File: config.mk
export PLATFORM = sky130hd
export DESIGN_NAME = mir_top
export DESIGN_NICKNAME = d
export VERILOG_FILES = /design/src/include/mir_pkg.sv /design/src/hdl/mir_group_reg.sv /design/src/hdl/mir_top.sv
export SDC_FILE = /design/constraint.sdc
export NUM_CORES = 1
export LEC_CHECK = 0
export BUFFER_PORTS_ARGS = -buffer_cell sky130_fd_sc_hd__buf_4
export CAP_MARGIN = 20
export CELL_PAD_IN_SITES_DETAIL_PLACEMENT = 1
export CELL_PAD_IN_SITES_GLOBAL_PLACEMENT = 2
export CORE_ASPECT_RATIO = 1.1
export CORE_MARGIN = 2
export CORE_UTILIZATION = 30
export DETAILED_ROUTE_END_ITERATION = 8
export PLACE_DENSITY = 0.87
export SLEW_MARGIN = 5
export SYNTH_ARGS = -nofsm -noshare
export SYNTH_HDL_FRONTEND = slang
export SYNTH_SLANG_ARGS = --single-unit
File: constraint.sdc
create_clock -name clk -period 4.8 [get_ports clk]
set_input_delay 0.48 -clock clk [delete_from_list [all_inputs] [get_ports clk]]
set_output_delay 0.48 -clock clk [all_outputs]
set_load 0.02 [all_outputs]
File: src/include/mir_pkg.sv
// Package for the group seven to nine interrupt request and enable registers.
// Assumes a single 50 MHz clock domain and an AXI4-Lite register port with 32-bit data.
package mir_pkg;

	// ==========================================================
	// Register map, byte addresses on the AXI4-Lite port
	// ==========================================================
	localparam int              ADDR_W      = 8;      // Width of the register address
	localparam logic [7:0]      ADDR_GRP7   = 8'h00;  // Group seven flags and enables
	localparam logic [7:0]      ADDR_GRP8   = 8'h04;  // Group eight flags and enables
	localparam logic [7:0]      ADDR_GRP9   = 8'h08;  // Group nine flags and enables
	localparam logic [7:0]      ADDR_STATUS = 8'h0C;  // Sticky group event status, write one to clear
	localparam logic [7:0]      ADDR_MASK   = 8'h10;  // Interrupt mask, same layout as status

	// ==========================================================
	// Decoded register indices
	// ==========================================================
	localparam logic [2:0]      IDX_GRP7    = 3'h0;   // First group index
	localparam logic [2:0]      IDX_STATUS  = 3'h3;   // Status register
	localparam logic [2:0]      IDX_MASK    = 3'h4;   // Mask register
	localparam logic [2:0]      IDX_NONE    = 3'h7;   // Unmapped address

	// ==========================================================
	// Group register layout
	// ==========================================================
	localparam int              GROUPS      = 3;      // Groups seven, eight and nine
	localparam int              SRC_PER_GRP = 3;      // Sources in each group
	localparam int              FLAG_LSB    = 4;      // Flags sit in bits 6..4
	localparam int              EN_LSB      = 0;      // Enables sit in bits 2..0
	localparam logic [7:0]      IMPL_MASK   = 8'h77;  // Implemented bits of a group register
	localparam logic [7:0]      UNIMPL_MASK = 8'h88;  // Bits 7 and 3 always read zero
	localparam logic [2:0]      FIELD_RESET = 3'h0;   // Flags and enables after reset

	// ==========================================================
	// Bus answers
	// ==========================================================
	localparam logic [1:0]      RESP_OKAY   = 2'h0;   // Normal access
	localparam logic [1:0]      RESP_SLVERR = 2'h2;   // Unmapped address

endpackage : mir_pkg

File: src/hdl/mir_group_reg.sv
// One group register: three request flags, three enables and the combined group flag.
// Assumes source events are one-cycle pulses from logic on the same clock.
`timescale 1ns/1ps

module mir_group_reg (
	input  wire logic       clk,          // System clock
	input  wire logic       sys_rst,      // Asynchronous reset, active high
	input  wire logic [2:0] src_event,    // Source pulses: [2] bit 6, [1] bit 5, [0] bit 4
	input  wire logic       wr_en,        // Software write to this register
	input  wire logic [7:0] wr_data,      // Write data, low byte
	input  wire logic       svc_ack,      // Core services this group
	output logic      [7:0] reg_value,    // Read view of the register
	output logic            group_flag,   // Combined group request flag
	output logic            group_req,    // Flag set and enabled for some source
	output logic            new_flag      // Pulse: some flag went from zero to one
);

	// ==========================================================
	// State
	// ==========================================================
	logic [2:0] flags;          // Request flags, bits 6..4
	logic [2:0] enables;        // Enable bits, bits 2..0
	logic       comb_flag;      // Combined flag of the group
	logic [2:0] next_flags;     // Next request flags
	logic [2:0] next_enables;   // Next enables
	logic       next_comb_flag; // Next combined flag
	logic [2:0] rising;         // Flags newly set this cycle

	// Next values: a source pulse wins over a software write of zero
	always_comb begin
		next_flags     = src_event | (wr_en ? wr_data[mir_pkg::FLAG_LSB +: mir_pkg::SRC_PER_GRP] : flags); // [RULE2] [RULE3] [RULE6] [RULE8]
		next_enables   = wr_en ? wr_data[mir_pkg::EN_LSB +: mir_pkg::SRC_PER_GRP] : enables; // [RULE4] [RULE5] [RULE7] [RULE9]
		rising         = next_flags & ~flags;
		// Servicing clears only the combined flag; sources stay for software
		next_comb_flag = (|rising) | (comb_flag & ~svc_ack); // [RULE11] [RULE12]
	end

	// Register the state
	always_ff @(posedge clk or posedge sys_rst) begin
		if (sys_rst) begin
			flags     <= mir_pkg::FIELD_RESET; // [RULE10]
			enables   <= mir_pkg::FIELD_RESET; // [RULE10]
			comb_flag <= 1'b0;
			new_flag  <= 1'b0;
		end else begin
			flags     <= next_flags;
			enables   <= next_enables;
			comb_flag <= next_comb_flag;
			new_flag  <= |rising;
		end
	end

	// Unimplemented bits 7 and 3 read zero and drop writes
	assign reg_value  = {1'b0, flags, 1'b0, enables}; // [RULE1]
	assign group_flag = comb_flag;
	assign group_req  = |(flags & enables);

endmodule : mir_group_reg

File: src/hdl/mir_top.sv
// Request and enable registers of interrupt groups seven to nine behind an AXI4-Lite slave.
// Assumes source pulses and service acknowledges come from logic on the same 50 MHz clock.
//
// Summary of operation
// RULE1 - Bits seven and three read zero, ignore writes
// RULE2 - Group seven bit six: comparator one flag
// RULE3 - Group seven bits five, four: timer five flags
// RULE4 - Group seven bits two, one: enables
// RULE5 - Group seven bit zero: timer five P enable
// RULE6 - Group eight bits six to four: flags
// RULE7 - Group eight bits two to zero: enables
// RULE8 - Group nine bits six to four: flags
// RULE9 - Group nine bits two to zero: enables
// RULE10 - All flags and enables clear at reset
// RULE11 - Combined flag sets on source, clears on service
// RULE12 - Service leaves source flags for software
`timescale 1ns/1ps

module mir_top (
	input  wire logic        clk,            // System clock, 50 MHz
	input  wire logic        sys_rst,        // Asynchronous reset, active high
	input  wire logic [7:0]  s_axi_awaddr,   // Write address
	input  wire logic        s_axi_awvalid,  // Write address valid
	output logic             s_axi_awready,  // Write address ready
	input  wire logic [31:0] s_axi_wdata,    // Write data
	input  wire logic [3:0]  s_axi_wstrb,    // Write byte strobes
	input  wire logic        s_axi_wvalid,   // Write data valid
	output logic             s_axi_wready,   // Write data ready
	output logic [1:0]       s_axi_bresp,    // Write response
	output logic             s_axi_bvalid,   // Write response valid
	input  wire logic        s_axi_bready,   // Write response ready
	input  wire logic [7:0]  s_axi_araddr,   // Read address
	input  wire logic        s_axi_arvalid,  // Read address valid
	output logic             s_axi_arready,  // Read address ready
	output logic [31:0]      s_axi_rdata,    // Read data
	output logic [1:0]       s_axi_rresp,    // Read response
	output logic             s_axi_rvalid,   // Read data valid
	input  wire logic        s_axi_rready,   // Read data ready
	input  wire logic [8:0]  src_event,      // Source pulses, three per group
	input  wire logic [2:0]  svc_ack,        // Service pulse per group
	output logic [2:0]       group_flag,     // Combined group flags
	output logic [2:0]       group_req,      // Enabled pending request per group
	output logic             irq             // Level interrupt
);

	// ==========================================================
	// Address decode shared by the write and read paths
	// ==========================================================
	function automatic logic [2:0] mir_decode(input logic [7:0] addr);
		case (addr)
			mir_pkg::ADDR_GRP7:   mir_decode = mir_pkg::IDX_GRP7;
			mir_pkg::ADDR_GRP8:   mir_decode = 3'h1;
			mir_pkg::ADDR_GRP9:   mir_decode = 3'h2;
			mir_pkg::ADDR_STATUS: mir_decode = mir_pkg::IDX_STATUS;
			mir_pkg::ADDR_MASK:   mir_decode = mir_pkg::IDX_MASK;
			default:              mir_decode = mir_pkg::IDX_NONE;
		endcase
	endfunction : mir_decode

	// ==========================================================
	// Write channel
	// ==========================================================
	logic        aw_held;        // Address taken, waiting for data
	logic        w_held;         // Data taken, waiting for address
	logic [7:0]  aw_addr_q;      // Held write address
	logic [31:0] w_data_q;       // Held write data
	logic [3:0]  w_strb_q;       // Held strobes
	logic        next_aw_held;   // Next address held
	logic        next_w_held;    // Next data held
	logic [7:0]  next_aw_addr_q; // Next held address
	logic [31:0] next_w_data_q;  // Next held data
	logic [3:0]  next_w_strb_q;  // Next held strobes
	logic        next_bvalid;    // Next response valid
	logic [1:0]  next_bresp;     // Next response code
	logic        aw_take;        // Address handshake
	logic        w_take;         // Data handshake
	logic        do_write;       // Both halves present this cycle
	logic [7:0]  wr_addr;        // Effective write address
	logic [31:0] wr_data;        // Effective write data
	logic        wr_lane0;       // Low byte lane written
	logic [2:0]  wr_idx;         // Decoded write target

	// Ready while the half is not held and no response is pending
	assign s_axi_awready = ~aw_held & ~s_axi_bvalid;
	assign s_axi_wready  = ~w_held & ~s_axi_bvalid;
	assign aw_take       = s_axi_awvalid & s_axi_awready;
	assign w_take        = s_axi_wvalid & s_axi_wready;
	assign do_write      = (aw_held | aw_take) & (w_held | w_take);
	assign wr_addr       = aw_held ? aw_addr_q : s_axi_awaddr;
	assign wr_data       = w_held ? w_data_q : s_axi_wdata;
	assign wr_lane0      = w_held ? w_strb_q[0] : s_axi_wstrb[0];
	assign wr_idx        = mir_decode(wr_addr);

	// Next write channel state: halves taken in either order, answer after both
	always_comb begin
		next_aw_held   = aw_held;
		next_w_held    = w_held;
		next_aw_addr_q = aw_addr_q;
		next_w_data_q  = w_data_q;
		next_w_strb_q  = w_strb_q;
		next_bvalid    = s_axi_bvalid & ~s_axi_bready;
		next_bresp     = s_axi_bresp;
		if (do_write) begin
			// Write performed now; response in the next cycle
			next_aw_held = 1'b0;
			next_w_held  = 1'b0;
			next_bvalid  = 1'b1;
			next_bresp   = (wr_idx == mir_pkg::IDX_NONE) ? mir_pkg::RESP_SLVERR : mir_pkg::RESP_OKAY;
		end else begin
			// Keep whichever half arrived first
			if (aw_take) begin
				next_aw_held   = 1'b1;
				next_aw_addr_q = s_axi_awaddr;
			end
			if (w_take) begin
				next_w_held   = 1'b1;
				next_w_data_q = s_axi_wdata;
				next_w_strb_q = s_axi_wstrb;
			end
		end
	end

	// Register the write channel
	always_ff @(posedge clk or posedge sys_rst) begin
		if (sys_rst) begin
			aw_held      <= 1'b0;
			w_held       <= 1'b0;
			aw_addr_q    <= 8'h00;
			w_data_q     <= 32'h00000000;
			w_strb_q     <= 4'h0;
			s_axi_bvalid <= 1'b0;
			s_axi_bresp  <= mir_pkg::RESP_OKAY;
		end else begin
			aw_held      <= next_aw_held;
			w_held       <= next_w_held;
			aw_addr_q    <= next_aw_addr_q;
			w_data_q     <= next_w_data_q;
			w_strb_q     <= next_w_strb_q;
			s_axi_bvalid <= next_bvalid;
			s_axi_bresp  <= next_bresp;
		end
	end

	// ==========================================================
	// Group registers
	// ==========================================================
	logic [7:0] grp_value [mir_pkg::GROUPS]; // Read view per group
	logic [2:0] new_flag;                    // Flag-set pulse per group

	for (genvar g = 0; g < mir_pkg::GROUPS; g++) begin : g_grp
		mir_group_reg u_grp (
			.clk        (clk),
			.sys_rst    (sys_rst),
			.src_event  (src_event[g*mir_pkg::SRC_PER_GRP +: mir_pkg::SRC_PER_GRP]),
			.wr_en      (do_write & wr_lane0 & (wr_idx == 3'(g))),
			.wr_data    (wr_data[7:0]),
			.svc_ack    (svc_ack[g]),
			.reg_value  (grp_value[g]),
			.group_flag (group_flag[g]),
			.group_req  (group_req[g]),
			.new_flag   (new_flag[g])
		);
	end

	// ==========================================================
	// Status and mask
	// ==========================================================
	logic [2:0] status;      // Sticky group events
	logic [2:0] mask;        // Interrupt mask
	logic [2:0] next_status; // Next status
	logic [2:0] next_mask;   // Next mask
	logic [2:0] clr_bits;    // Write-one-to-clear pattern

	// A new event in the clearing cycle keeps its bit set
	always_comb begin
		clr_bits    = (do_write & wr_lane0 & (wr_idx == mir_pkg::IDX_STATUS)) ? wr_data[2:0] : 3'h0;
		next_status = new_flag | (status & ~clr_bits);
		next_mask   = (do_write & wr_lane0 & (wr_idx == mir_pkg::IDX_MASK)) ? wr_data[2:0] : mask;
	end

	// Register status and mask
	always_ff @(posedge clk or posedge sys_rst) begin
		if (sys_rst) begin
			status <= 3'h0;
			mask   <= 3'h0;
		end else begin
			status <= next_status;
			mask   <= next_mask;
		end
	end

	assign irq = |(status & mask);

	// ==========================================================
	// Read channel
	// ==========================================================
	logic [31:0] next_rdata;  // Next read data
	logic [1:0]  next_rresp;  // Next read response
	logic        next_rvalid; // Next read valid
	logic [2:0]  rd_idx;      // Decoded read target

	assign s_axi_arready = ~s_axi_rvalid;
	assign rd_idx        = mir_decode(s_axi_araddr);

	// Capture the addressed register in the address handshake cycle; data is valid in the next cycle
	always_comb begin
		next_rdata  = s_axi_rdata;
		next_rresp  = s_axi_rresp;
		next_rvalid = s_axi_rvalid & ~s_axi_rready;
		if (s_axi_arvalid & s_axi_arready) begin
			next_rvalid = 1'b1;
			next_rresp  = mir_pkg::RESP_OKAY;
			case (rd_idx)
				3'h0, 3'h1, 3'h2:    next_rdata = {24'h000000, grp_value[rd_idx[1:0]]}; // [RULE1]
				mir_pkg::IDX_STATUS: next_rdata = {29'h00000000, status};
				mir_pkg::IDX_MASK:   next_rdata = {29'h00000000, mask};
				default: begin
					next_rdata = 32'h00000000;
					next_rresp = mir_pkg::RESP_SLVERR;
				end
			endcase
		end
	end

	// Register the read channel
	always_ff @(posedge clk or posedge sys_rst) begin
		if (sys_rst) begin
			s_axi_rdata  <= 32'h00000000;
			s_axi_rresp  <= mir_pkg::RESP_OKAY;
			s_axi_rvalid <= 1'b0;
		end else begin
			s_axi_rdata  <= next_rdata;
			s_axi_rresp  <= next_rresp;
			s_axi_rvalid <= next_rvalid;
		end
	end

	logic [7:0] g7; // Group seven view
	logic [7:0] g8; // Group eight view
	logic [7:0] g9; // Group nine view
	assign g7 = grp_value[0];
	assign g8 = grp_value[1];
	assign g9 = grp_value[2];
endmodule : mir_top

# Word level (Yosys, flattened, before mapping)
# Cells that the tools add are included.
# word_totals
reg_bits	86
latch_bits	0
ram_bits	0
rom_bits	0
input_bits	71
elab_cells	129
n_memories	0
# op_classes
n_addsub	0
mul	0
div	0
n_lt_le_gt_ge	1
eq_ne	17
shift	0
n_mux	21
n_bitwise	49
reduce_logical	17
# op_table
op	count
8-bit by 4-bit == test with 1-bit output, second input constant	4
3-bit case mux with 5 select lines	2
3-bit bitwise AND	8
8-bit 2-to-1 mux	3
8-bit case mux with 3 select lines	1
3-bit OR reduction	8
1-bit bitwise AND	17
8-bit binary-select mux with 2-bit select	1
8-bit by 3-bit == test with 1-bit output, second input constant	2
8-bit by 5-bit == test with 1-bit output, second input constant	2
8-bit logical NOT	2
3-bit by 2-bit == test with 1-bit output, second input constant	4
3-bit 2-to-1 mux	4
3-bit inverter	4
3-bit OR	4
1-bit inverter	10
3-bit == test, second input constant	3
1-bit 2-to-1 mux	7
7-bit 2-to-1 mux	1
3-bit by 1-bit == test with 1-bit output, second input constant	2
3-bit logical NOT	2
1-bit OR	5
5-bit OR reduction	1
2-bit 2-to-1 mux	2
4 further kinds	6

# Longest topological paths before layout
# Gate-level depths: netlist of run 1.
# depth
word_depth	12
ltp_mapped	5
depth_no_buf	4

# Cells and area by module
# A second synthesis of run 1 with hierarchy kept.
# unflattened
hier_cells	305
hier_area_um2	3324.4
# by_module_without_submodules
module	n_inst	cells_each	area_each_um2	seq_area_each_um2
mir_top	1	209	2202.1	925.9
mir_group_reg	3	32	374.1	200.2

# Least setup slack after synthesis of run 1
# OpenSTA, ideal clock, no wires.
# synth_timing
kind	input to register
start	input port s_axi_awaddr[1]
end	register mask[0]
setup_ns	0.125
arrival_time_ns	1.892
t_required_ns	4.675
path_slack_ns	2.783
stages	4
n_path_buf	0
cell_sequence	or4_4 -> o22ai_4 -> and4_1 -> mux2_2
# synth_via
elab_chain_len	5
word_cells_on_any_way	9
cone_classes	eq/ne (5); mux (2); bitwise (1); reduce/logical (1)
# synth_lines
element	line_no	text
start: declaration	mir_top.sv:22	input wire logic [7:0] s_axi_awaddr,
8-bit 2-to-1 mux *	mir_top.sv:89	assign wr_addr = aw_held ? aw_addr_q : s_axi_awaddr;
8-bit by 5-bit == test with 1-bit output, or another cell as far along	mir_top.sv:50	case (addr)
3-bit case mux with 5 select lines *	mir_top.sv:50	
3-bit == test *	mir_top.sv:178	next_mask = (do_write & wr_lane0 & (wr_idx == mir_pkg::IDX_MASK)) ? wr_data[2:0] : mask;
1-bit bitwise AND *	mir_top.sv:178	
end signal: assignment	mir_top.sv:188	mask <= next_mask;
end: declaration	mir_top.sv:169	logic [2:0] mask;
# Every way passes the cells marked *; elsewhere a longest branch is shown, timed or not.
# A chain may end at the register's enable or synchronous reset.

# Worst setup path in the final report of run 1
# layout_timing
start	register aw_held
end	register mask[0]
# layout_via
elab_chain_len	7
word_cells_on_any_way	15
cone_classes	eq/ne (5); mux (2); bitwise (7); reduce/logical (1)
# layout_lines
element	line_no	text
start: declaration	mir_top.sv:63	logic aw_held;
start signal: assignment	mir_top.sv:134	aw_held <= next_aw_held;
branches (longest 6 deep; another with 8-bit 2-to-1 mux)	-	
1-bit bitwise AND *	mir_top.sv:178	
# Mark *: on every way between the ends.

==> results of run 1 <==
## worst paths after layout
path,to,slack (ns)
setup / recovery,mask[0]$_DFFE_PP0P_,2.46
hold / removal,s_axi_bvalid$_DFF_PP0_,0.32
setup reg to reg,mask[0]$_DFFE_PP0P_,2.46
hold reg to reg,s_axi_rdata[4]$_DFFE_PP0P_,0.48
max in group asynchronous,status[0]$_DFF_PP0_,3.92
min in group asynchronous,s_axi_rresp[1]$_DFFE_PP0P_,0.35
## layout by cell type (no fill, tap or decap), types with 9 or more instances in the layout
master / instances
a21oi_1: 11
clkbuf_16: 9
dfrtp_1: 57
mux2i_1: 10
conb_1: 28
nor2_1: 26
inv_1: 22
mux2_2: 28
mux2_4: 9
o21ai_0: 12
a222oi_1: 10
buf_4: 62
nand2_1: 11
## metal layers
metal | global-route usage [%] | vias to the layer above | part of all wire [%]
li1 | - | 1129 | -
met1 | 17.8 | 1163 | 42
met2 | 25.1 | 69 | 52
met3 | 4.01 | 9 | 5.7
met4 | 3.68 | 0 | 1.1
met5 | 0 | - | 0
## metrics by stage
| stage | util [%] | instances | hold slack, ns | total power (W) |
|---|---|---|---|---|
| after floorplan | - | 324 | 0.471 | 0.00104 |
| after global placement | 35.4 | 490 | 0.472 | 0.00115 |
| after detailed placement | 35.4 | 490 | 0.480 | 0.00118 |
| after CTS | 38.5 | 506 | 0.319 | 0.00185 |
| after global routing | 38.5 | 506 | 0.322 | 0.00194 |
| final | 38.5 | 506 | 0.322 | 0.00183 |
## kinds of logic (layout without fill, tap and decap cells)
| kind of cell | Yosys count | count (layout) | share of synthesized area [%] |
|---|---|---|---|
| muxes | 48 | 48 | 17.7 |
| other | 1 | 28 | 0.116 |
| buffers and inverters | 62 | 101 | 11.3 |
| AOI/OAI and AO/OA | 52 | 52 | 12.3 |
| DFF | 57 | 57 | 44.1 |
| and+or+nand+nor | 77 | 77 | 14.4 |
## power groups by stage
stage,Clock [W],Combinational [W],Sequential [W]
after global placement,0,0.000490,0.000663
after detailed placement,0,0.000506,0.000671
after CTS,0.000677,0.000511,0.000666
final,0.000667,0.000503,0.000663
after global routing,0.000709,0.000548,0.000679
after floorplan,0,0.000405,0.000637
## worst register-to-register path: cells and delay by family (launching register included)
family,cells,cell delay (ns)
AOI/OAI and AO/OA,1,0.32
and+or+nand+nor,2,0.90
DFF,1,0.64
muxes,1,0.35
## final cells by class
| cell class | count | area [um^2] |
|---|---|---|
| multi-input combinational | 205 | 1540 |
| timing repair buffer | 62 | 465 |
| inverter | 23 | 86.3 |
| tap | 143 | 179 |
| clock buffer | 12 | 267 |
| sequential | 57 | 1430 |
| fill | 1194 | 6420 |
| clock inverter | 4 | 50.0 |
## registers in the layout (all words and copies together) (netlist names)
name / count
status: 3
g_grp.u_grp.enables: 9
s_axi_rresp: 1
w_held: 1
aw_held: 1
s_axi_rdata: 6
g_grp.u_grp.group_flag: 3
w_data_q: 6
g_grp.u_grp.new_flag: 3
aw_addr_q: 8
mask: 3
s_axi_bvalid: 1
s_axi_bresp: 1
s_axi_rvalid: 1
g_grp.u_grp.flags: 9
w_strb_q: 1
==> impl_metrics.csv, run 1 <==
group,metric,value,unit
outcome,run_status,"completed",
placement,dp_slack,2.47,ns
yosys,ys_ff_latch,57,
yosys,synth-seq-area-share,44.1,%
sta,final.setup.tns,0,ns
routing,routed_via_count,2370,
setup_path,critical_path_cell_count,4,
setup_path,setup.worst_path.end_class,"flop",
cells_and_area,antenna_cells,0,
clocking,tritoncts_num_sinks,57,
power,p_int,0.00126,W
cells_and_area,syn2layout_area_growth,24.2,%
power,reg_power_share,36.2,%
sta,clock_skew,0.00558,ns
job,drv_cap,0,
setup_path,rr_startpoint,"aw_held$_DFFE_PP0P_",
sta,setup-violations-final,0,
setup_path,data_arrival_time_of_the_worst_path,2.54,ns
cells_and_area,postLayoutCellArea,4020,um^2
placement,post_detail_place_hpwl,5920,um
sta,fmax,428,MHz
yosys,yosysTopAreaCell,"dfrtp_1",
power,pwr-share-comb,27.4,%
sta,grt_setup_unrepaired,"false",
clocking,cts.reportedPaths.clkPinSlew,0.05,ns
routing,via_per_inst,4.68,
global_route,globalRouteOverflowTotal,0,
sta,tightest_slew,0.755,ns
yosys,synthesis.instances,297,
floorplan,core_region_area,10400,um^2
clocking,tritoncts.num_buffers,9,
clocking,h_tree_depth,3,
floorplan,floorplan.die.height,113,um
yosys,mean_cell_area_of_the_mapped_netlist,10.9,um^2
yosys,ys_dominant_reg_cell,"dfrtp_1",
global_route,grt_first_pass_wirelength,13000,um
floorplan,initial_cell_density_of_the_core,31.0,%
yosys,post_synth_design_cell_area,3230,um^2
global_route,largest_net_degree_at_the_start_of_global_routing,58,
setup_path,crit_path_cell_trace,"or4b_1, o22ai_4, and4_1, mux2_2",
yosys,netlist-cell-type-count,40,
yosys,yosys.area.top_type_share,44.1,%
placement,placed_cell_area,3700,um^2
sta,finalCriticalPeriod,2.34,ns
setup_path,worst_setup_path_startpoint,"aw_held$_DFFE_PP0P_",
clocking,clk_latency,0.33,ns
sta,report.final.hold_viol_count,0,
setup_path,worstPathMaxFanout,13,
setup_path,timing.critical_path.slowest_cell_delay,0.64,ns
cells_and_area,finish.net_count,429,
setup_path,slowest_stage,"dfrtp_1",
sta,setup_slack,2.46,ns
clocking,cts_post_setup_buffers_inserted,0,
yosys,post-synth-top-count-cell,"dfrtp_1",
power,netSwitchingPower,0.000577,W
floorplan,design.portCount,119,
routing,route.detailed.wl_per_inst,15.8,um
yosys,synth_top_cells_by_count,"57 x dfrtp_1, 35 x buf_4, 28 x mux2_2, 26 x nor2_1, 23 x inv_1",
placement,globalplace.congestion,0.770,
hold_path,timing.hold.worst_path_depth,2,
clocking,tritoncts_clock_tree,"built",
cells_and_area,layout-drive-gt1-share,34.4,%
floorplan,core.rowCount,39,
sta,final_min_period_over_clock_period,48.7,%
routing,wl,7980,um
power,switching_share,31.4,%
yosys,synth.area.top_cells,"dfrtp_1 44%, mux2_2 9.7%, buf_4 8.1%, mux2_4 4.2%, a222oi_1 3.1%",
power,vdd_ir_drop_max,199,uV
yosys,synth_async_sr_flop_share,100,%
sta,final-max-slew-violation-count,0,
global_route,grt_pass1_vias,2556,
setup_path,worstPathRequired,5.01,ns
routing,route.detailed.drc,0,
yosys,yosysWarningCount,0,
routing,drtPass1Iterations,7,
setup_path,path_delay_family,"simple AND/OR/NAND/NOR gates",
power,pwr_density_cell,456,nW/um^2
setup_path,timing_worst_setup_path_type,"flop to flop",
floorplan,die_x,103,um
setup_path,cp_num_buf_inv,0,
setup_path,reg2regPathDepth,4,
placement,numPortBuffers,61,
setup_path,timing.critical_path.from_type,"flop",
hold_path,min_path_type,"input port to flop",
routing,drtIter0Drc,85,
routing,ant_nets_after_route,0,
global_route,grt_antenna_before_repair,0,
clocking,cts_root_buf,"clkbuf_16",
global_route,global_route.usage.total,14.6,%
clocking,clock_tree.buffer_depth,2,
sta,worst_slew_margin_rel,49.7,%
yosys,synth_edf_count,0,
power,pwr-share-clk,36.4,%
floorplan,die_outline_area,11600,um^2
power,leakagePower,1.94,nW
clocking,cts_hold_repair.buffers,0,
clocking,resize_count_post_cts,0,
hold_path,min_from,"s_axi_bready",
No activity file was read; power rests on OpenSTA's default activity.
==> run 2: changes to the inputs <==
--- a/config.mk
+++ b/config.mk
@@ -5,13 +5,14 @@
 export SDC_FILE = /design/constraint.sdc
 export NUM_CORES = 1
 export LEC_CHECK = 0
+export ABC_AREA = 1
 export BUFFER_PORTS_ARGS = -buffer_cell sky130_fd_sc_hd__buf_4
 export CAP_MARGIN = 20
 export CELL_PAD_IN_SITES_DETAIL_PLACEMENT = 1
 export CELL_PAD_IN_SITES_GLOBAL_PLACEMENT = 2
 export CORE_ASPECT_RATIO = 1.1
 export CORE_MARGIN = 2
-export CORE_UTILIZATION = 30
+export CORE_UTILIZATION = 27
 export DETAILED_ROUTE_END_ITERATION = 8
 export PLACE_DENSITY = 0.87
 export SLEW_MARGIN = 5
==> constraint.sdc (replaced) <==
create_clock -name clk -period 2.3 [get_ports clk]
set_input_delay 0.23 -clock clk [delete_from_list [all_inputs] [get_ports clk]]
set_output_delay 0.23 -clock clk [all_outputs]
set_load 0.02 [all_outputs]
==> run 2 against run 1 <==
Setup slack worse by 2.0 ns. Core utilization is 4.0 points lower. Power is 120% higher. Via count is 22% higher. Maximum frequency is 30% higher. Flip-flop and latch count stayed put. Critical path depth is 6 higher. Clock skew is 0.0056 ns higher.
==> impl_metrics.csv, run 2 <==
group,metric,value,unit
outcome,run_status,"completed",
clocking,cts_post_setup_buffers_inserted,0,
routing,wl,8640,um
yosys,post-synth-top-count-cell,"nand2_1",
yosys,synth_async_sr_flop_share,100,%
cells_and_area,syn2layout_area_growth,24.5,%
floorplan,core.rowCount,42,
sta,grt_setup_unrepaired,"false",
sta,fin_hold_ws,0.0907,ns
sta,fmax,556,MHz
routing,via_per_inst,4.39,
setup_path,reg2regPathDepth,10,
clocking,cts_hold_repair.buffers,1,
floorplan,initial_cell_density_of_the_core,27.7,%
yosys,post_synth_design_cell_area,3310,um^2
global_route,global_route.usage.total,14.2,%
placement,post_detail_place_hpwl,6890,um
placement,numPortBuffers,61,
hold_path,timing.hold.worst_path_depth,2,
sta,tightest_slew,0.624,ns
setup_path,worstPathMaxFanout,11,
cells_and_area,layout.area.seq,1430,um^2
yosys,synthesis.instances,432,
yosys,synth.area.top_cells,"dfrtp_1 43%, nand2_1 14%, buf_4 7.9%, inv_1 7.6%, o21ai_0 5.9%",
global_route,grt_antenna_before_repair,0,
power,pwr_density_cell,959,nW/um^2
clocking,resize_count_post_cts,0,
floorplan,core_region_area,12000,um^2
clocking,clk_latency,0.33,ns
global_route,grt_pass1_vias,3023,
global_route,globalRouteOverflowTotal,0,
yosys,ys_ff_latch,57,
global_route,largest_net_degree_at_the_start_of_global_routing,28,
sta,finalCriticalPeriod,1.80,ns
sta,final.setup.tns,0,ns
setup_path,worstPathRequired,2.56,ns
global_route,grt.met1_usage,16.2,%
clocking,tritoncts.num_buffers,9,
yosys,synth-seq-area-share,43.1,%
cells_and_area,layout_common_cells,"121 x nand2_1, 66 x inv_1, 65 x buf_4",
placement,placed_cell_area,3820,um^2
routing,drtIter0Drc,102,
hold_path,min_path_type,"input port to flop",
global_route,global_route.usage.met3,3.07,%
cells_and_area,finish.net_count,570,
hold_path,min_from,"s_axi_bready",
setup_path,data_arrival_time_of_the_worst_path,2.06,ns
yosys,yosys.area.top_type_share,43.1,%
setup_path,timing.critical_path.slowest_cell_delay,0.37,ns
global_route,grt_first_pass_wirelength,14400,um
clocking,cts_root_buf,"clkbuf_16",
sta,worst_slew_margin_rel,58.0,%
cells_and_area,final_core_util,34.4,%
power,vdd_ir_drop_max,475,uV
setup_path,slowest_stage,"dfrtp_1",
clocking,tritoncts_num_sinks,57,
cells_and_area,largestRegisters,"g_grp.u_grp.enables: 9 flops, g_grp.u_grp.flags: 9 flops, aw_addr_q: 8 flops",
cells_and_area,nFillCells,1495,
clocking,h_tree_depth,3,
sta,final-max-slew-violation-count,0,
routing,route.detailed.wl_per_inst,13.1,um
power,leakagePower,2.23,nW
sta,final_min_period_over_clock_period,78.3,%
setup_path,setup.worst_path.end_class,"flop",
global_route,globalRoute.busiestLayer,"met2",
sta,report.final.hold_viol_count,0,
routing,drtPass1Iterations,4,
clocking,cts.reportedPaths.clkPinSlew,0.05,ns
cells_and_area,area_of_the_multi_input_gates,1450,um^2
hold_path,terminating_pin_of_the_worst_hold_path,"s_axi_bvalid$_DFF_PP0_",
yosys,mean_cell_area_of_the_mapped_netlist,7.67,um^2
routing,ant_nets_after_route,0,
setup_path,r2r_slack,0.50,ns
setup_path,most_used_cell_cp,"nand2_1",
floorplan,floorplan.die.height,120,um
clocking,clock_tree.buffer_depth,2,
job,drv_cap,0,
yosys,yosysTopAreaCell,"dfrtp_1",
placement,globalplace.congestion,0.775,
clocking,tritoncts_clock_tree,"built",
routing,route.detailed.drc,0,
cells_and_area,antenna_cells,0,
setup_path,timing_worst_setup_path_type,"flop to flop",
sta,setup-violations-final,0,
cells_and_area,layout-drive-gt1-share,21.8,%
floorplan,design.portCount,119,
setup_path,rr_startpoint,"aw_held$_DFFE_PP0P_",
yosys,synth_edf_count,0,
floorplan,die_outline_area,13200,um^2
routing,routed_via_count,2886,
yosys,ys_dominant_reg_cell,"dfrtp_1",
yosys,netlist-cell-type-count,32,
sta,clock_skew,0.0112,ns
setup_path,crit_path_cell_trace,"buf_4, nor2_1, nand4_1, nand2_1, nand2_1, nor2_1, nand2_2, o21bai_2, nand2_1, nand3_1",
setup_path,timing.critical_path.from_type,"flop",
yosys,yosysWarningCount,0,
yosys,synth_top_cells_by_count,"121 x nand2_1, 67 x inv_1, 57 x dfrtp_1, 39 x o21ai_0, 35 x buf_4",
setup_path,reg2reg_to,"g_grp[2].u_grp.new_flag$_DFF_PP0_",
floorplan,die_x,110,um
cells_and_area,layout_commonest_cell,"nand2_1",
global_route,global_route.usage.met2,25.5,%
cells_and_area,postLayoutCellArea,4130,um^2
-- run 2: cell types whose count changed after synthesis, moves of 7 or more --
cell and change:
a21oi_1 -8, mux2_2 -25, nand3_1 +29, a222oi_1 -10, mux2_4 -9, nand4_1 +7
inv_1 +44, o21ai_0 +27, nand2_1 +110, mux2i_1 -10
-- run 2: cell families (layout without fill, tap and decap cells) --
group	after synthesis	in the layout	synth area share, %
compound gates	57	57	10.5
buf+inv	109	154	16.4
flops	57	57	43.1
mux	3	3	1.02
other cells	1	28	0.113
simple gates	205	205	29.0
-- run 2: how the worst max path moves through the flow --
| stage | startpoint | end | slack (ns) | depth (start not counted) |
|---|---|---|---|---|
| 6_report | aw_held$_DFFE_PP0P_ | g_grp[2].u_grp.new_flag$_DFF_PP0_ | 0.50 | 10 |
| 5_1_grt | aw_held$_DFFE_PP0P_ | g_grp[2].u_grp.new_flag$_DFF_PP0_ | 0.28 | 10 |
| 4_1_cts | aw_held$_DFFE_PP0P_ | g_grp[2].u_grp.new_flag$_DFF_PP0_ | 0.48 | 10 |
| 3_5_place_dp | aw_held$_DFFE_PP0P_ | g_grp[2].u_grp.new_flag$_DFF_PP0_ | 0.52 | 10 |
| 3_3_place_gp | aw_held$_DFFE_PP0P_ | g_grp[2].u_grp.group_flag$_DFF_PP0_ | 0.61 | 10 |
| 2_1_floorplan | sys_rst | aw_addr_q[0]$_DFFE_PP0P_ | 0.67 | 1 |
-- run 2: per-layer routing --
metal	vias to the layer above	part of all wire (%)	wire, um
li1	1435	-	-
met1	1381	41	3530
met2	55	53	4570
met3	15	4.2	366
met4	0	2.0	175
met5	-	0	0
-- run 2: where the power goes --
group          total, W  switching [W]  internal (W)  leakage (nW)
Combinational   0.00126       0.000811      0.000444          1.39
Sequential      0.00138       0.000160       0.00122         0.693
Clock           0.00132       0.000455      0.000864         0.144
-- run 2: area by class of cell --
class / instances / share of cell area, %
Clock buffer: 13 / 6.07
Clock inverter: 3 / 0.971
Inverter: 72 / 6.61
Multi-Input combinational cell: 293 / 35.0
Sequential cell: 57 / 34.6
Tap cell: 154 / 4.67
Timing Repair Buffer: 66 / 12.1
-- run 2: metrics by stage --
stage | setup slack, ns | power, W | instances
6_report | 0.500 | 0.00396 | 658
5_1_grt | 0.281 | 0.00422 | 658
4_1_cts | 0.483 | 0.00401 | 658
3_5_place_dp | 0.517 | 0.00268 | 641
3_3_place_gp | 0.608 | 0.00262 | 641
2_1_floorplan | 0.670 | 0.00230 | 459
-- run 2: critical path, delay by kind of cell (launching register included) --
kind,cells,cell delay (ns)
and+or+nand+nor,8,0.98
DFF,1,0.37
AOI/OAI and AO/OA,1,0.20
buffers and inverters,1,0.18
==> run 3: changes to the inputs <==
--- a/config.mk
+++ b/config.mk
@@ -5,7 +5,7 @@
 export SDC_FILE = /design/constraint.sdc
 export NUM_CORES = 1
 export LEC_CHECK = 0
-export ABC_AREA = 1
+export ABC_AREA = 0
 export BUFFER_PORTS_ARGS = -buffer_cell sky130_fd_sc_hd__buf_4
 export CAP_MARGIN = 20
 export CELL_PAD_IN_SITES_DETAIL_PLACEMENT = 1
@@ -14,7 +14,7 @@
 export CORE_MARGIN = 2
 export CORE_UTILIZATION = 27
 export DETAILED_ROUTE_END_ITERATION = 8
-export PLACE_DENSITY = 0.87
+export PLACE_DENSITY = 0.83
 export SLEW_MARGIN = 5
 export SYNTH_ARGS = -nofsm -noshare
 export SYNTH_HDL_FRONTEND = slang
==> constraint.sdc (replaced) <==
create_clock -name clk -period 1.55 [get_ports clk]
set_input_delay 0.155 -clock clk [delete_from_list [all_inputs] [get_ports clk]]
set_output_delay 0.155 -clock clk [all_outputs]
set_load 0.02 [all_outputs]
==> run 3 against run 2 <==
The run now ends with setup timing left. Via count decreased by 12%. Highest routed layer unchanged. Flip-flop and latch count is the same. Maximum frequency down 3.4%. Sequential power is 46% higher. Non-clock buffer count rose by 33. Largest cell class unchanged.
==> impl_metrics.csv, run 3 (synthesized netlist as in run 1, its figures left out) <==
group,metric,value,unit
floorplan,die_x,108,um
floorplan,core.rowCount,41,
floorplan,core_region_area,11600,um^2
clocking,h_tree_depth,3,
routing,route.detailed.drc,0,
routing,routed_via_count,2545,
global_route,globalRouteOverflowTotal,0,
hold_path,min_path_type,"input port to flop",
cells_and_area,syn2layout_area_growth,39.5,%
routing,ant_nets_after_route,0,
sta,report.final.hold_viol_count,0,
floorplan,floorplan.die.height,119,um
sta,setup-violations-final,32,
cells_and_area,finish.net_count,466,
placement,placed_cell_area,4000,um^2
global_route,largest_net_degree_at_the_start_of_global_routing,41,
cells_and_area,nFillCells,1330,
power,netSwitchingPower,0.00196,W
setup_path,reg2regPathDepth,4,
cells_and_area,layout-drive-gt1-share,44.8,%
power,pwr_density_cell,1400,nW/um^2
power,leakagePower,2.17,nW
sta,setup_slack,-0.313,ns
clocking,tritoncts_num_sinks,57,
sta,grt_setup_unrepaired,"true",
global_route,grt_first_pass_wirelength,14400,um
floorplan,initial_cell_density_of_the_core,27.9,%
setup_path,worstPathMaxFanout,3,
job,drv_cap,0,
sta,fmax,537,MHz
clocking,clk_latency,0.32,ns
floorplan,design.portCount,119,
sta,finalCriticalPeriod,1.86,ns
global_route,grt_pass1_vias,2780,
global_route,grt_antenna_before_repair,0,
power,vdd_ir_drop_max,719,uV
global_route,globalRoute.busiestLayer,"met2",
setup_path,timing.critical_path.from_type,"flop",
clocking,tritoncts.num_buffers,9,
routing,drtIter0Drc,104,
placement,post_detail_place_hpwl,6650,um
sta,tightest_slew,0.572,ns
cells_and_area,largestRegisters,"g_grp.u_grp.enables: 9 flops, g_grp.u_grp.flags: 9 flops, aw_addr_q: 8 flops",
global_route,global_route.usage.met3,3.09,%
sta,final.setup.tns,-8.20,ns
sta,final_min_period_over_clock_period,120,%
hold_path,timing.hold.worst_path_depth,2,
cells_and_area,layout_common_cells,"84 x buf_4, 54 x dfrtp_1, 28 x conb_1",
placement,numPortBuffers,61,
outcome,run_status,"finished with violations",
sta,final-max-slew-violation-count,0,
placement,globalplace.congestion,0.785,
setup_path,timing_worst_setup_path_type,"flop to flop",
clocking,clock_tree.buffer_depth,2,
clocking,cts.reportedPaths.clkPinSlew,0.05,ns
routing,via_per_inst,4.63,
global_route,global_route.usage.met2,25.5,%
clocking,cts_root_buf,"clkbuf_16",
setup_path,data_arrival_time_of_the_worst_path,2.06,ns
outcome,failed_checks,"setup timing",
clocking,tritoncts_clock_tree,"built",
routing,wl,9020,um
sta,worst_slew_margin_rel,61.8,%
cells_and_area,postLayoutCellArea,4510,um^2
power,switching_share,31.1,%
power,reg_power_share,32.1,%
power,p_int,0.00435,W
setup_path,setup.worst_path.end_class,"flop",
cells_and_area,final_core_util,38.9,%
global_route,global_route.usage.total,14.6,%
power,pwr-share-comb,34.0,%
cells_and_area,layout_commonest_cell,"buf_4",
floorplan,die_outline_area,12900,um^2
routing,drtPass1Iterations,4,
global_route,grt.met1_usage,17.3,%
power,pwr-share-clk,33.9,%
sta,clock_skew,0.00658,ns
cells_and_area,antenna_cells,0,
routing,route.detailed.wl_per_inst,16.4,um
setup_path,worstPathRequired,1.75,ns
==> run 3: final timing paths <==
path | startpoint | endpoint | slack, ns
max in group asynchronous | sys_rst | g_grp[0].u_grp.flags[0]$_DFF_PP0_ | 0.75
worst min register to register | s_axi_rdata[4]$_DFFE_PP0P_ | s_axi_rdata[4]$_DFFE_PP0P_ | 0.50
worst max-delay path | aw_addr_q[1]$_DFFE_PP0P_ | mask[1]$_DFFE_PP0P_ | -0.31
min in group asynchronous | sys_rst | aw_addr_q[1]$_DFFE_PP0P_ | 0.33
worst max register to register | aw_addr_q[1]$_DFFE_PP0P_ | mask[1]$_DFFE_PP0P_ | -0.31
worst min-delay path | s_axi_bready | s_axi_bvalid$_DFF_PP0_ | 0.02
==> run 3: layout make-up <==
class	count	area [um^2]	area share [%]
Multi-Input combinational cell	205	1650	36.6
Sequential cell	57	1430	31.7
Timing Repair Buffer	99	825	18.3
Clock buffer	15	298	6.60
Tap cell	150	188	4.16
Inverter	23	90.1	2.00
Clock inverter	1	30.0	0.666
==> run 3: what timing repair did <==
action                                  in CTS  in global routing
buffers inserted                             7                  2
endpoints found under the setup margin      49                 45
hold buffers                                 1                  0
cloned                                       0                  0
resized for setup                           11                 18
endpoints found under the hold margin        6                  0
pin swaps                                    7                 10
==> run 3: power groups by stage <==
stage               Sequential (W)  Combinational (W)  Clock [W]
finish                     0.00202            0.00215    0.00214
global route               0.00207            0.00232    0.00224
floorplan                  0.00198            0.00128          0
detailed placement         0.00203            0.00194          0
CTS                        0.00203            0.00206    0.00218
global placement           0.00201            0.00188          0
==> run 3: metal layers <==
layer  wire length, um  vias up
li1                  -     1197
met1              3710     1249
met2              4700       84
met3               444       15
met4               164        0
met5                 0        -
==> run 3: critical path, cell delays in order (launching register included) <==
cell	delay [ns]
dfrtp_1	0.39
or4b_4	0.55
o22ai_4	0.19
and4_4	0.31
mux2_4	0.30
==> run 3: per-stage QoR <==
stage                     hold WS [ns]  power (W)  cells  setup slack, ns
after global routing            0.0263    0.00663    550           -0.356
after CTS                       0.0139    0.00626    548           -0.324
final                           0.0153    0.00631    550           -0.313
after global placement           0.103    0.00389    524           -0.313
after floorplan                  0.242    0.00326    324           -0.321
after detailed placement         0.106    0.00398    524           -0.349
